`src/inc/apm_map.vh`:
```
// Purpose: offsets, field positions and timing counts for power management
// Assumes: 100 MHz mclk_i
// Notes: host register offsets are byte offsets from the controller base
`ifndef APM_MAP_VH
`define APM_MAP_VH
`define OFS_STATUS_A 3'h0
`define OFS_STATUS_B 3'h1
`define OFS_DRIVE_OUT 3'h2
`define OFS_RATE_MAIN 3'h4
`define OFS_FIFO_DATA 3'h5
`define OFS_INPUT_RATE 3'h7
`define DOC_MOTOR_LSB 4
`define DOC_MOTOR_MSB 7
`define DOC_RESET_N_BIT 2
`define RSW_RESET_BIT 7
`define RSW_PDOWN_BIT 6
`define MAIN_IDLE_VALUE 8'h80
`define APD_TIME_MS 10
`define CLK_MHZ 100
// Ten milliseconds of mclk_i cycles, sized to the 24-bit timer
`define APD_CYCLES 24'hF4240
`define ECR_MODE_SPP 3'h0
`define ECR_MODE_BIDIR 3'h1
`define ECR_MODE_EPP 3'h4
`endif

```
`src/hdl/uart_apm.v`:
```
// Purpose: auto powerdown control for one serial port
// Assumes: status inputs synchronous to mclk_i
// Notes: ring indicator change detection stays alive in powerdown
`timescale 1ns/1ps
`default_nettype none
module uart_apm (
  input wire mclk_i,
  input wire rst_b_i,
  input wire ce_i,
  input wire auto_en_i,
  input wire direct_pd_i,
  input wire thr_empty_i,
  input wire tsr_empty_i,
  input wire rx_fifo_empty_i,
  input wire rx_idle_i,
  input wire tx_write_i,
  input wire serial_receive_input_i,
  input wire ring_indicator_input_i,
  output reg tx_pd_o,
  output reg rx_pd_o,
  output reg ring_irq_o
);
  reg rxd_q;
  reg ri_q;
  wire rx_edge;
  assign rx_edge = serial_receive_input_i ^ rxd_q;
  always @(posedge mclk_i)
  begin
    if (!rst_b_i)
    begin
      tx_pd_o <= 1'b0;
      rx_pd_o <= 1'b0;
      ring_irq_o <= 1'b0;
      rxd_q <= 1'b1;
      ri_q <= 1'b0;
    end
    else if (ce_i)
    begin
      rxd_q <= serial_receive_input_i;
      ri_q <= ring_indicator_input_i;
      ring_irq_o <= ring_indicator_input_i ^ ri_q;
      if (direct_pd_i)
        tx_pd_o <= 1'b1;
      else if (!auto_en_i || tx_write_i)
        tx_pd_o <= 1'b0;
      else
        tx_pd_o <= thr_empty_i & tsr_empty_i;
      if (direct_pd_i)
        rx_pd_o <= 1'b1;
      else if (!auto_en_i || rx_edge)
        rx_pd_o <= 1'b0;
      else
        rx_pd_o <= rx_fifo_empty_i & rx_idle_i;
    end
  end
endmodule
`default_nettype wire

```
`src/hdl/pp_apm.v`:
```
// Purpose: parallel port EPP and ECP powerdown selection
// Assumes: configuration inputs synchronous to mclk_i
// Notes: re-evaluated every cycle, so any mode change takes effect on the next mclk_i edge
`timescale 1ns/1ps
`default_nettype none
`include "apm_map.vh"
module pp_apm (
  input wire mclk_i,
  input wire rst_b_i,
  input wire ce_i,
  input wire auto_en_i,
  input wire direct_pd_i,
  input wire epp_cfg_en_i,
  input wire ecp_cfg_en_i,
  input wire [2:0] ecr_mode_i,
  output reg epp_pd_o,
  output reg ecp_pd_o
);
  wire ecr_epp;
  wire ecr_std;
  assign ecr_epp = (ecr_mode_i == `ECR_MODE_EPP);
  assign ecr_std = (ecr_mode_i == `ECR_MODE_SPP) ||
    (ecr_mode_i == `ECR_MODE_BIDIR);
  always @(posedge mclk_i)
  begin
    if (!rst_b_i)
    begin
      epp_pd_o <= 1'b0;
      ecp_pd_o <= 1'b0;
    end
    else if (ce_i)
    begin
      // Recomputed each cycle from ecr and configuration
      epp_pd_o <= direct_pd_i | (auto_en_i & (!epp_cfg_en_i |
        (ecp_cfg_en_i & !ecr_epp)));
      ecp_pd_o <= direct_pd_i | (auto_en_i & (!ecp_cfg_en_i |
        ecr_std | ecr_epp));
    end
  end
endmodule
`default_nettype wire

```
`src/hdl/auto_power_management.v`:
```
// Purpose: auto power management for floppy, two serial ports, parallel port
// Assumes: host strobes and address synchronous to mclk_i, one cycle each
// Notes: floppy register storage and core are outside; this block decides
//   power state and gates the drive-facing pins
// Functional notes
// - Auto powerdown exits only on reset or a wake register access; here clearing fdc_auto_en_i also wakes it.
// - Reset exit follows the ordinary reset sequence.
// - Access wake resumes with all prior state intact.
// - Writing a motor enable bit wakes; reading drive control does not.
// - Reading main status wakes the floppy controller.
// - Any read or write of the data port wakes it.
// - After wake the 10 ms timer restarts; all conditions needed again.
// - Non-wake registers stay accessible; written values are kept.
// - Status, input, rate control reads/writes leave it powered down.
// - Software reset via drive control or rate select bit wakes.
// - Motor, select, write data and enable tristate; others stay active.
// - Host bus stays live; irq and dma request held low.
// - Serial transmitter sleeps when holding and shift register empty.
// - Serial receiver sleeps when fifo empty and awaiting start bit.
// - Ring indicator changes still raise interrupts while asleep.
// - Transmit buffer write or receive line change wakes serial port.
// - EPP logic down when disabled or ECP mode not selecting EPP.
// - ECP logic down when disabled or ecr selects SPP/bidir/EPP.
// - Parallel powerdown re-evaluated on every mode change.
// - Serial auto mode per enable bit; direct bits force powerdown.
// - Floppy sleeps when motors off, idle 80H, head unloaded, timer out.
// - Main status or data port access restarts the running timer.
// - Rate select powerdown overrides auto; auto resumes after.
`timescale 1ns/1ps
`default_nettype none
`include "apm_map.vh"
module auto_power_management #(
  parameter [23:0] APD_CYCLES = `APD_CYCLES
) (
  input wire mclk_i,
  input wire rst_b_i,
  input wire ce_i,
  input wire [2:0] addr_i,
  input wire rd_i,
  input wire wr_i,
  input wire [7:0] wdata_i,
  input wire fdc_auto_en_i,
  input wire fdc_direct_pd_i,
  input wire [7:0] main_status_i,
  input wire fdc_int_i,
  input wire head_unload_done_i,
  input wire fdc_irq_i,
  input wire fdc_drq_i,
  input wire [3:0] motor_on_i,
  input wire [3:0] drive_select_i,
  input wire write_bitstream_i,
  input wire write_enable_i,
  input wire step_dir_i,
  input wire step_i,
  input wire head_side_select_i,
  input wire density_select_i,
  input wire [1:0] rate_indicator_i,
  input wire [1:0] uart_auto_en_i,
  input wire [1:0] uart_direct_pd_i,
  input wire [1:0] thr_empty_i,
  input wire [1:0] tsr_empty_i,
  input wire [1:0] rx_fifo_empty_i,
  input wire [1:0] rx_idle_i,
  input wire [1:0] tx_write_i,
  input wire [1:0] serial_receive_input_i,
  input wire [1:0] ring_indicator_input_i,
  input wire pp_auto_en_i,
  input wire pp_direct_pd_i,
  input wire epp_cfg_en_i,
  input wire ecp_cfg_en_i,
  input wire [2:0] ecr_mode_i,
  output reg fdc_pd_o,
  output reg fdc_soft_reset_o,
  output reg floppy_irq_out_o,
  output reg floppy_dma_request_o,
  output reg [3:0] motor_on_outputs_o,
  output reg [3:0] motor_on_outputs_oe_o,
  output reg [3:0] drive_select_outputs_o,
  output reg [3:0] drive_select_outputs_oe_o,
  output reg write_bitstream_out_o,
  output reg write_bitstream_out_oe_o,
  output reg write_enable_o,
  output reg write_enable_oe_o,
  output reg step_dir_o,
  output reg step_o,
  output reg head_side_select_o,
  output reg density_select_out_o,
  output reg [1:0] rate_indicator_outputs_o,
  output reg [1:0] uart_tx_pd_o,
  output reg [1:0] uart_rx_pd_o,
  output reg [1:0] ring_irq_o,
  output reg epp_pd_o,
  output reg ecp_pd_o
);
  localparam [3:0] ST_RUN = 4'h1;
  localparam [3:0] ST_AUTO_PD = 4'h2;
  localparam [3:0] ST_RATE_PD = 4'h4;
  localparam [3:0] ST_DIRECT_PD = 4'h8;

  reg [3:0] state_q;
  reg [3:0] state_d;
  reg [23:0] timer_q;
  reg [23:0] timer_d;
  reg [3:0] motor_q;
  reg [3:0] motor_d;
  reg soft_reset_d;
  wire sel_drive;
  wire sel_rate;
  wire sel_data;
  wire motor_wr_wake;
  wire soft_rst_wake;
  wire rate_pd_req;
  wire timer_touch;
  wire acc_wake;
  wire idle_ok;
  wire pd_now;
  wire [1:0] u_tx;
  wire [1:0] u_rx;
  wire [1:0] u_ri;
  wire epp_pd;
  wire ecp_pd;

  // Decode from address, strobes and write data bits
  assign sel_drive = (addr_i == `OFS_DRIVE_OUT);
  assign sel_rate = (addr_i == `OFS_RATE_MAIN);
  assign sel_data = (addr_i == `OFS_FIFO_DATA);
  assign motor_wr_wake = wr_i && sel_drive &&
    (wdata_i[`DOC_MOTOR_MSB:`DOC_MOTOR_LSB] != 4'h0);
  assign soft_rst_wake = wr_i && ((sel_drive &&
    !wdata_i[`DOC_RESET_N_BIT]) || (sel_rate &&
    wdata_i[`RSW_RESET_BIT]));
  assign rate_pd_req = wr_i && sel_rate && wdata_i[`RSW_PDOWN_BIT] &&
    !wdata_i[`RSW_RESET_BIT];
  assign timer_touch = (rd_i && sel_rate) || ((rd_i || wr_i) && sel_data);
  // Main status read, data port access, motor enable write or software reset
  assign acc_wake = timer_touch || motor_wr_wake || soft_rst_wake;
  assign idle_ok = (motor_q == 4'h0) &&
    (main_status_i == `MAIN_IDLE_VALUE) && !fdc_int_i &&
    head_unload_done_i && (timer_q == 24'h0);
  assign pd_now = (state_d != ST_RUN);

  always @*
  begin
    state_d = state_q;
    timer_d = timer_q;
    motor_d = motor_q;
    soft_reset_d = soft_rst_wake;
    if (wr_i && sel_drive)
      motor_d = wdata_i[`DOC_MOTOR_MSB:`DOC_MOTOR_LSB];
    if (timer_q != 24'h0)
      timer_d = timer_q - 24'h1;
    if (timer_touch)
      timer_d = APD_CYCLES;
    case (state_q)
      ST_RUN:
      begin
        if (fdc_direct_pd_i)
          state_d = ST_DIRECT_PD;
        else if (rate_pd_req)
          state_d = ST_RATE_PD;
        else if (fdc_auto_en_i && idle_ok && !acc_wake)
          state_d = ST_AUTO_PD;
      end
      ST_AUTO_PD:
      begin
        // Other accesses leave power state alone
        if (fdc_direct_pd_i)
          state_d = ST_DIRECT_PD;
        else if (rate_pd_req)
          state_d = ST_RATE_PD;
        else if (acc_wake || !fdc_auto_en_i)
        begin
          state_d = ST_RUN;
          timer_d = APD_CYCLES;
        end
      end
      ST_RATE_PD:
      begin
        if (acc_wake)
        begin
          state_d = ST_RUN;
          timer_d = APD_CYCLES;
        end
      end
      ST_DIRECT_PD:
      begin
        if (!fdc_direct_pd_i)
        begin
          state_d = ST_RUN;
          timer_d = APD_CYCLES;
        end
      end
      default:
        state_d = ST_RUN;
    endcase
    if (!fdc_auto_en_i && state_q == ST_RUN)
      timer_d = APD_CYCLES;
  end

  always @(posedge mclk_i)
  begin
    if (!rst_b_i)
    begin
      // Reset exit is the ordinary reset path
      state_q <= ST_RUN;
      timer_q <= APD_CYCLES;
      motor_q <= 4'h0;
      fdc_pd_o <= 1'b0;
      fdc_soft_reset_o <= 1'b0;
      floppy_irq_out_o <= 1'b0;
      floppy_dma_request_o <= 1'b0;
      motor_on_outputs_o <= 4'h0;
      motor_on_outputs_oe_o <= 4'h0;
      drive_select_outputs_o <= 4'h0;
      drive_select_outputs_oe_o <= 4'h0;
      write_bitstream_out_o <= 1'b0;
      write_bitstream_out_oe_o <= 1'b0;
      write_enable_o <= 1'b0;
      write_enable_oe_o <= 1'b0;
      step_dir_o <= 1'b0;
      step_o <= 1'b0;
      head_side_select_o <= 1'b0;
      density_select_out_o <= 1'b0;
      rate_indicator_outputs_o <= 2'h0;
      uart_tx_pd_o <= 2'h0;
      uart_rx_pd_o <= 2'h0;
      ring_irq_o <= 2'h0;
      epp_pd_o <= 1'b0;
      ecp_pd_o <= 1'b0;
    end
    else if (ce_i)
    begin
      state_q <= state_d;
      timer_q <= timer_d;
      motor_q <= motor_d;
      fdc_pd_o <= pd_now;
      fdc_soft_reset_o <= soft_reset_d;
      floppy_irq_out_o <= pd_now ? 1'b0 : fdc_irq_i;
      floppy_dma_request_o <= pd_now ? 1'b0 : fdc_drq_i;
      motor_on_outputs_o <= motor_on_i;
      motor_on_outputs_oe_o <= {4{!pd_now}};
      drive_select_outputs_o <= drive_select_i;
      drive_select_outputs_oe_o <= {4{!pd_now}};
      write_bitstream_out_o <= write_bitstream_i;
      write_bitstream_out_oe_o <= !pd_now;
      write_enable_o <= write_enable_i;
      write_enable_oe_o <= !pd_now;
      step_dir_o <= step_dir_i;
      step_o <= step_i;
      head_side_select_o <= head_side_select_i;
      density_select_out_o <= density_select_i;
      rate_indicator_outputs_o <= rate_indicator_i;
      uart_tx_pd_o <= u_tx;
      uart_rx_pd_o <= u_rx;
      ring_irq_o <= u_ri;
      epp_pd_o <= epp_pd;
      ecp_pd_o <= ecp_pd;
    end
  end

  genvar g;
  generate
    for (g = 0; g < 2; g = g + 1)
    begin : g_uart
      uart_apm u_apm (
        .mclk_i(mclk_i),
        .rst_b_i(rst_b_i),
        .ce_i(ce_i),
        .auto_en_i(uart_auto_en_i[g]),
        .direct_pd_i(uart_direct_pd_i[g]),
        .thr_empty_i(thr_empty_i[g]),
        .tsr_empty_i(tsr_empty_i[g]),
        .rx_fifo_empty_i(rx_fifo_empty_i[g]),
        .rx_idle_i(rx_idle_i[g]),
        .tx_write_i(tx_write_i[g]),
        .serial_receive_input_i(serial_receive_input_i[g]),
        .ring_indicator_input_i(ring_indicator_input_i[g]),
        .tx_pd_o(u_tx[g]),
        .rx_pd_o(u_rx[g]),
        .ring_irq_o(u_ri[g])
      );
    end
  endgenerate

  pp_apm u_pp (
    .mclk_i(mclk_i),
    .rst_b_i(rst_b_i),
    .ce_i(ce_i),
    .auto_en_i(pp_auto_en_i),
    .direct_pd_i(pp_direct_pd_i),
    .epp_cfg_en_i(epp_cfg_en_i),
    .ecp_cfg_en_i(ecp_cfg_en_i),
    .ecr_mode_i(ecr_mode_i),
    .epp_pd_o(epp_pd),
    .ecp_pd_o(ecp_pd)
  );
endmodule
`default_nettype wire

```
`config.mk`:
```
export PLATFORM = sky130hd
export DESIGN_NAME = auto_power_management
export DESIGN_NICKNAME = d
export VERILOG_FILES = /design/src/hdl/uart_apm.v /design/src/hdl/pp_apm.v /design/src/hdl/auto_power_management.v
export VERILOG_INCLUDE_DIRS = /design/src /design/src/inc
export SDC_FILE = /design/constraint.sdc
export NUM_CORES = 1
export LEC_CHECK = 0
export BUFFER_PORTS_ARGS = -buffer_cell sky130_fd_sc_hd__buf_2
export CAP_MARGIN = 20
export CELL_PAD_IN_SITES_DETAIL_PLACEMENT = 1
export CELL_PAD_IN_SITES_GLOBAL_PLACEMENT = 1
export CORE_ASPECT_RATIO = 0.9
export CORE_MARGIN = 3
export CORE_UTILIZATION = 40
export DETAILED_ROUTE_END_ITERATION = 12
export PLACE_DENSITY_LB_ADDON = 0.1
export SLEW_MARGIN = 20
export SYNTH_ARGS = -nofsm -noshare
export SYNTH_HDL_FRONTEND = slang
export SYNTH_SLANG_ARGS = --single-unit
```
`constraint.sdc`:
```
create_clock -name mclk_i -period 4.3 [get_ports mclk_i]
set_input_delay 0.215 -clock mclk_i [delete_from_list [all_inputs] [get_ports mclk_i]]
set_output_delay 0.215 -clock mclk_i [all_outputs]
set_load 0.03 [all_outputs]
```
==> results of run 1 <==
-- power by group --
group          switching, mW  total, mW  internal, mW  leakage [nW]
clock network          0.283      0.676         0.393         0.125
logic                  0.197      0.307         0.109          1.19
registers             0.0329      0.745         0.712         0.598
-- placed cells by master (no fill, tap or decap), drive strengths merged, types with 3 or more instances in the layout --
| cell type | n |
|---|---|
| bufinv | 3 |
| xnor2 | 4 |
| nor2b | 3 |
| clkbuf | 9 |
| nor4 | 11 |
| a32oi | 6 |
| nand3b | 3 |
| mux2i | 29 |
| nor3b | 3 |
| a221o | 4 |
| o21ai | 16 |
| a21oi | 17 |
| o211ai | 9 |
| o311ai | 4 |
| a31oi | 10 |
| a211oi | 7 |
| o41ai | 6 |
| nand2 | 26 |
| a41oi | 5 |
| dfxtp | 73 |
| or3 | 7 |
| nand4 | 13 |
| inv | 16 |
| nand3 | 12 |
| and3 | 4 |
| o31ai | 7 |
| o311a | 3 |
| o211a | 3 |
| nor3 | 16 |
| buf | 110 |
| or4 | 6 |
| nor2 | 52 |
-- layout make-up --
class	count	share of cell area [%]
timing repair buffer	110	12.4
sequential	73	32.2
tap	119	3.28
clock inverter	7	2.76
inverter	13	1.08
multi-input combinational	313	45.5
clock buffer	9	2.73
-- flip-flops by register name (all words and copies together) (netlist names), 2 cells and up --
signal and cells:
g_uart.u_apm.rx_pd_o 2, g_uart.u_apm.tx_pd_o 2, motor_on_outputs_o 4, motor_q 4, drive_select_outputs_o 4, g_uart.u_apm.rxd_q 2, uart_rx_pd_o 2, ring_irq_o 2
state_q 4, timer_q 24, uart_tx_pd_o 2, g_uart.u_apm.ri_q 2, g_uart.u_apm.ring_irq_o 2, rate_indicator_outputs_o 2
-- how the worst max path moves through the flow --
stage                              to  slack [ns]
after CTS                 timer_q[17]        1.49
after floorplan            timer_q[7]        1.86
final                     timer_q[17]        1.43
after global placement    timer_q[22]        1.50
after global routing      timer_q[18]        1.20
after detailed placement  timer_q[17]        1.39
-- cell families after synthesis --
| kind of cell | count (synthesis) | share of synthesized area, % |
|---|---|---|
| simple gates | 164 | 22.7 |
| mux | 29 | 7.73 |
| buf+inv | 51 | 6.09 |
| flops | 73 | 38.9 |
| fa+ha+maj | 2 | 0.666 |
| xor+xnor | 5 | 1.17 |
| compound gates | 113 | 22.8 |
-- worst max-delay path: stages, from the launching register on --
cell and delay [ns]:
sky130_fd_sc_hd__dfxtp_1 0.55, sky130_fd_sc_hd__nor4b_1 0.41, sky130_fd_sc_hd__nand2_1 0.10, sky130_fd_sc_hd__nor3_1 0.27
sky130_fd_sc_hd__a211oi_1 0.10, sky130_fd_sc_hd__buf_4 0.21, sky130_fd_sc_hd__nor3_1 0.86, sky130_fd_sc_hd__a31oi_1 0.19
-- per-layer routing --
layer,GRT usage [%],wire length [um],vias up
met1,24.9,4690,1820
met2,36.0,5480,111
met3,6.08,724,8
met5,0,0,-
met4,4.95,92,0
li1,-,-,1812
-- metrics by stage --
step	worst slack (ns)	utilization, %	hold slack (ns)	total power, mW
2_1_floorplan	1.86	-	0.344	0.972
3_5_place_dp	1.39	48.5	0.456	1.07
3_3_place_gp	1.50	48.5	0.449	1.05
6_report	1.43	51.3	0.0912	1.73
5_1_grt	1.20	51.3	0.0890	1.81
4_1_cts	1.49	51.3	0.0771	1.75
==> impl_summary.log, run 1 <==
INFO  metric status = completed
INFO  metric grtUsageTotal = between 20 and 25%
INFO  metric max_clock_freq = 0.349 GHz
INFO  metric synth.cell_area = 0.00376 mm^2
INFO  metric dp_hpwl = 7.77 mm
INFO  metric timing.reg2reg.setup_slack = roughly 1.4 ns
INFO  metric signal_arrival_time_at_the_worst_endpoint = 3.05 ns
INFO  metric netlist_top_cells_area = sky130_fd_sc_hd__dfxtp_1 (39%), sky130_fd_sc_hd__mux2i_1 (7.7%), sky130_fd_sc_hd__nor2_1 (5.2%)
INFO  metric slew-limit-headroom = 25.2%
INFO  metric drv_slew = 0
INFO  metric grt_first_pass_wirelength = 17.7 mm
INFO  metric hold_removal_path_class = in2reg
INFO  metric yosysMostFrequentCell = sky130_fd_sc_hd__dfxtp_1
INFO  metric post-route-period-util = 66.7%
INFO  metric floorplan.initialDensity = between 40% and 50%
INFO  metric power_leakage = 1.91 nW
INFO  metric floorplan.io_pins = 109
INFO  metric synth.net_count = around 500
INFO  metric synth_sequential_area_ratio = 38.9%
INFO  metric postSynth.topFlopCell = sky130_fd_sc_hd__dfxtp_1
INFO  metric drc = 0
INFO  metric fin_skew = slightly below 0.009 ns
INFO  metric cts.hold.buffers_added = 0
INFO  metric register_area = 0.00146 mm^2
INFO  metric drv_cap = 0
INFO  metric vdd_drop_max = approximately 0.00018 V
INFO  metric clock-sinks = 73
INFO  metric tritoncts = yes
INFO  metric drive_above_1_share = 25.9%
INFO  metric multi_input_gate_area_in_the_final_layout = 0.00207 mm^2
INFO  metric min_delay_path_depth = 3
INFO  metric clock_insertion_delay_at_the_later_pin_of_the_skew_report = 0.35 ns
INFO  metric slew_at_the_pin_with_the_worst_max_slew_slack = 1.11 ns
INFO  metric detail_route.first_pass.iterations = 4
INFO  metric grt_antenna_before_repair = 0
INFO  metric synth_enable_flop_cells = 0
INFO  metric worst_setup_path_startpoint = state_q[1]
INFO  metric timing.critical_path.fanout_max = 12
INFO  metric post-synth-top-area-cell = sky130_fd_sc_hd__dfxtp_1
INFO  metric grt_start_max_net_pins = 46
INFO  metric dieHeight = 97.9 um
INFO  metric crit_required = 4.49 ns
INFO  metric wl_per_cell = 17.1 um
INFO  metric finalInstanceArea = between 0.004 and 0.005 mm^2
INFO  metric routed-via-count = 3751
INFO  metric diodes = 0
INFO  metric port-buffer-count = 105
INFO  metric cts_resized = 0
INFO  metric post_layout_nonfiller_instances = 644
INFO  metric worst_case_clock_buffer_depth = 2
INFO  metric critical_path.reg2reg.startpoint = state_q[1]
INFO  metric core_area = around 0.0088 mm^2
INFO  metric cts_made_buffers = 9
INFO  metric worstHoldStart = drive_select_i[3]
INFO  metric synthDominantCellAreaShare = 38.9%
INFO  metric power.density = 381 mW/mm^2
INFO  metric worst-r2r-cell-count = 7
INFO  metric drt_iter0_drc = 199
INFO  metric gp_congestion = 0.770
INFO  metric synthCells = about 440
INFO  metric placed_cell_area = 0.00429 mm^2
INFO  metric critPathCaptureType = flip-flop
INFO  metric fin_crit = around 2.9 ns
INFO  metric routed_wl = ~11 mm
INFO  metric clock_transition_at_the_register_clock_pins_on_the_worst_setup_and_hold_paths_after_cts = 0.09 ns
INFO  metric postCtsSetupRepairBufs = 0
INFO  metric setup_total_negative_slack = 0 ns
INFO  metric ys_async_sr_fraction = 0%
INFO  metric rsz_0062_raised_after_global_routing = false
INFO  metric reg2reg_to = timer_q[17]
INFO  metric finalSetupViolations = 0
INFO  metric place_inst = ~630
INFO  metric critPathLaunchType = flip-flop
INFO  metric syn_area_per_cell = 8.60 um^2
INFO  metric global_route.overflow_total = 0
INFO  metric post_synthesis_sequential_element_count = 73
INFO  metric finalHoldViolCount = 0
INFO  metric critPathKind = reg2reg
INFO  metric yosysWarnings = 0
INFO  metric final_net_count = 593
INFO  metric ys_top_cells_by_count = sky130_fd_sc_hd__dfxtp_1 (73), sky130_fd_sc_hd__nor2_1 (52), sky130_fd_sc_hd__mux2i_1 (29)
INFO  metric hold_path_end = drive_select_outputs_o[3]
INFO  metric core.rowCount = 32
INFO  metric antenna_violating_nets_post_route = 0
INFO  metric cts-htree-levels = 3
INFO  metric fillerInstances = 1125
INFO  metric areaGrowthSynthToFinish = 20.8%
INFO  metric routed_via_density = 5.82
INFO  metric die_area = 0.0106 mm^2
INFO  metric ctsRootBufferMaster = sky130_fd_sc_hd__clkbuf_8
INFO  metric fp.dieW = 108 um
INFO  metric yosys.cell_types.count = 57
INFO  metric grt_pass1_vias = 3703
No activity file was read; power rests on OpenSTA's default activity.
==> run 2, diff against run 1 <==
--- a/config.mk
+++ b/config.mk
@@ -12,7 +12,7 @@
 export CELL_PAD_IN_SITES_GLOBAL_PLACEMENT = 1
 export CORE_ASPECT_RATIO = 0.9
 export CORE_MARGIN = 3
-export CORE_UTILIZATION = 40
+export CORE_UTILIZATION = 34
 export DETAILED_ROUTE_END_ITERATION = 12
 export PLACE_DENSITY_LB_ADDON = 0.1
 export SLEW_MARGIN = 20
==> constraint.sdc (replaced) <==
create_clock -name mclk_i -period 2.6 [get_ports mclk_i]
set_input_delay 0.13 -clock mclk_i [delete_from_list [all_inputs] [get_ports mclk_i]]
set_output_delay 0.13 -clock mclk_i [all_outputs]
set_load 0.03 [all_outputs]
==> impl_summary.log, run 2 (synthesized netlist as in run 1, its figures left out) <==
INFO  metric status = completed
INFO  metric cts.hold.buffers_added = 0
INFO  metric dp_hpwl = 8.47 mm
INFO  metric worst_case_clock_buffer_depth = 2
INFO  metric crit_path_max_incr_delay = 0.47 ns
INFO  metric fillerInstances = 1290
INFO  metric drive_above_1_share = 30.8%
INFO  metric fp.dieW = between 100 and 150 um
INFO  metric cts-htree-levels = 3
INFO  metric critPathCaptureType = flip-flop
INFO  metric top_register = timer_q
INFO  metric core_area = 0.0105 mm^2
INFO  metric finalSetupViolations = 0
INFO  metric grt_pass1_vias = 3895
INFO  metric final.hold.worst_slack = 0.0288 ns
INFO  metric timing.reg2reg.setup_slack = 0.13 ns
INFO  metric drc = 0
INFO  metric finalHoldViolCount = 0
INFO  metric antenna_violating_nets_post_route = 0
INFO  metric clock_transition_at_the_register_clock_pins_on_the_worst_setup_and_hold_paths_after_cts = 0.07 ns
INFO  metric port-buffer-count = 105
INFO  metric slew-limit-headroom = 65.2%
INFO  metric pwr-share-seq = 39.7%
INFO  metric fin_crit = 2.47 ns
INFO  metric ctsRootBufferMaster = sky130_fd_sc_hd__clkbuf_16
INFO  metric clk_network_pwr_share = between 40% and 50%
INFO  metric cp_cell_sequence = inv_1 > ha_1 > or3b_2 > nand3b_1 > buf_6 > o211a_1 > or3_1 > a211oi_2 > a21oi_1
INFO  metric core.rowCount = 35
INFO  metric min_delay_path_depth = 3
INFO  metric grt_antenna_before_repair = 0
INFO  metric cts_made_buffers = 9
INFO  metric timing.critical_path.buf_inv = 2
INFO  metric post-route-util = 46.3%
INFO  metric crit_required = 2.81 ns
INFO  metric grt_start_max_net_pins = 38
INFO  metric dieHeight = 106 um
INFO  metric global_route.overflow_total = 0
INFO  metric family_of_cells_with_the_greatest_summed_delay_on_the_critical_path = simple AND/OR/NAND/NOR gates
INFO  metric gp_congestion = between 0.8 and 0.9
INFO  metric timing.critical_path.slowest_stage_cell = sky130_fd_sc_hd__or3b_2
INFO  metric drv_slew = 0
INFO  metric critical_path.reg2reg.startpoint = timer_q[0]
INFO  metric clock_insertion_delay_at_the_later_pin_of_the_skew_report = 0.34 ns
INFO  metric placed_cell_area = 0.00451 mm^2
INFO  metric power = 3.08 mW
INFO  metric floorplan.io_pins = 109
INFO  metric timing.critical_path.fanout_max = 8
INFO  metric routed_wl = approximately 12 mm
INFO  metric critPathKind = reg2reg
INFO  metric worstHoldStart = head_side_select_i
INFO  metric fin_skew = 0.00774 ns
INFO  metric routed-via-count = around 3800
INFO  metric netSwitchingFraction = ~30%
INFO  metric signal_arrival_time_at_the_worst_endpoint = 2.68 ns
INFO  metric layout.cells.most_common_list = sky130_fd_sc_hd__buf_2 (105), sky130_fd_sc_hd__dfxtp_1 (73), sky130_fd_sc_hd__nor2_1 (52)
INFO  metric floorplan.initialDensity = between 30 and 40%
INFO  metric areaGrowthSynthToFinish = 29.6%
INFO  metric layout_commonest_cell = sky130_fd_sc_hd__buf_2
INFO  metric finalInstanceArea = 0.00487 mm^2
INFO  metric slew_at_the_pin_with_the_worst_max_slew_slack = 0.520 ns
INFO  metric detail_route.first_pass.iterations = 4
INFO  metric die_area = 0.0124 mm^2
INFO  metric reg2reg_to = timer_q[9]
INFO  metric post-route-worst-setup-slack = between 0.1 and 0.15 ns
INFO  metric dp_worst_setup_slack = 0.0821 ns
INFO  metric hold_path_end = head_side_select_o
INFO  metric max_clock_freq = 0.405 GHz
INFO  metric power.share.combinational = 18.5%
INFO  metric worst-r2r-cell-count = 9
INFO  metric hold_removal_path_class = in2reg
INFO  metric internal_power = 2.16 mW
INFO  metric grtUsageTotal = 19.2%
INFO  metric drv_cap = 0
INFO  metric tritoncts = yes
INFO  metric vdd_drop_max = about 0.00042 V
INFO  metric final_net_count = 624
INFO  metric power.density = 633 mW/mm^2
INFO  metric grt_first_pass_wirelength = 19.1 mm
INFO  metric largest_register_ffs = 24
INFO  metric routed_via_density = 5.60
INFO  metric clock-sinks = between 70 and 80
INFO  metric post-route-period-util = 95.1%
INFO  metric power_leakage = 2.09 nW
INFO  metric power.net_switching = just over 0.9 mW
INFO  metric drt_iter0_drc = 194
INFO  metric critPathLaunchType = flip-flop
INFO  metric diodes = 0
INFO  metric wl_per_cell = 17.0 um
==> run 2: cell count changes in the layout (fill, tap and decap cells not counted), moves of 2 or more <==
cell                        change
sky130_fd_sc_hd__bufinv_16      -2
sky130_fd_sc_hd__buf_4         +30
sky130_fd_sc_hd__clkbuf_16      +9
sky130_fd_sc_hd__clkbuf_8       -9
==> run 2: worst max-delay path by stage <==
stage,startpoint,end,slack (ns),depth (start not counted)
after floorplan,timer_q[2],timer_q[7],0.16,6
after global placement,timer_q[2],state_q[0],0.11,7
after CTS,timer_q[10],state_q[0],0.03,7
after global routing,timer_q[0],timer_q[9],-0.009,9
after detailed placement,timer_q[2],state_q[0],0.08,7
final,timer_q[0],timer_q[9],0.13,9
==> run 2: worst min-delay path, stage by stage <==
cell and delay, ns:
sky130_fd_sc_hd__buf_2 0.08, sky130_fd_sc_hd__mux2i_1 0.05, sky130_fd_sc_hd__nor2_1 0.07
==> run 2: metrics by stage <==
| step | std cells | TNS (ns) |
|---|---|---|
| global placement | 666 | 0 |
| detailed placement | 666 | 0 |
| global route | 685 | -0.00864 |
| finish | 685 | 0 |
| CTS | 682 | 0 |
| floorplan | 437 | 0 |
==> run 2: what timing repair did <==
item / 4_1_cts / 5_1_grt
setup buffers: 0 / 3
setup endpoints to repair: 0 / 10
resized for setup: 0 / 6
==> run 2: layer usage <==
metal  wire, um  part of all wire [%]  GRT usage, %
met1       5250                    45          24.7
met4        191                   1.6          5.98
met2       5580                    48          31.4
met5          0                     0             0
met3        641                   5.5          4.82
==> run 2: power by group through the flow <==
stage          registers, mW  logic [mW]  clock network, mW
2_1_floorplan           1.29       0.314                  0
3_3_place_gp            1.24       0.547                  0
3_5_place_dp            1.25       0.562                  0
4_1_cts                 1.22       0.566               1.33
5_1_grt                 1.23       0.624               1.37
6_report                1.22       0.569               1.29
==> run 2: cell type report <==
type / instances / area, um^2 / area share [%]
multi-input combinational: 313 / 2090 / 42.9
sequential: 73 / 1460 / 30.0
timing repair buffer: 141 / 800 / 16.4
clock buffer: 9 / 225 / 4.62
tap: 129 / 161 / 3.31
clock inverter: 7 / 83.8 / 1.72
inverter: 13 / 48.8 / 1.00
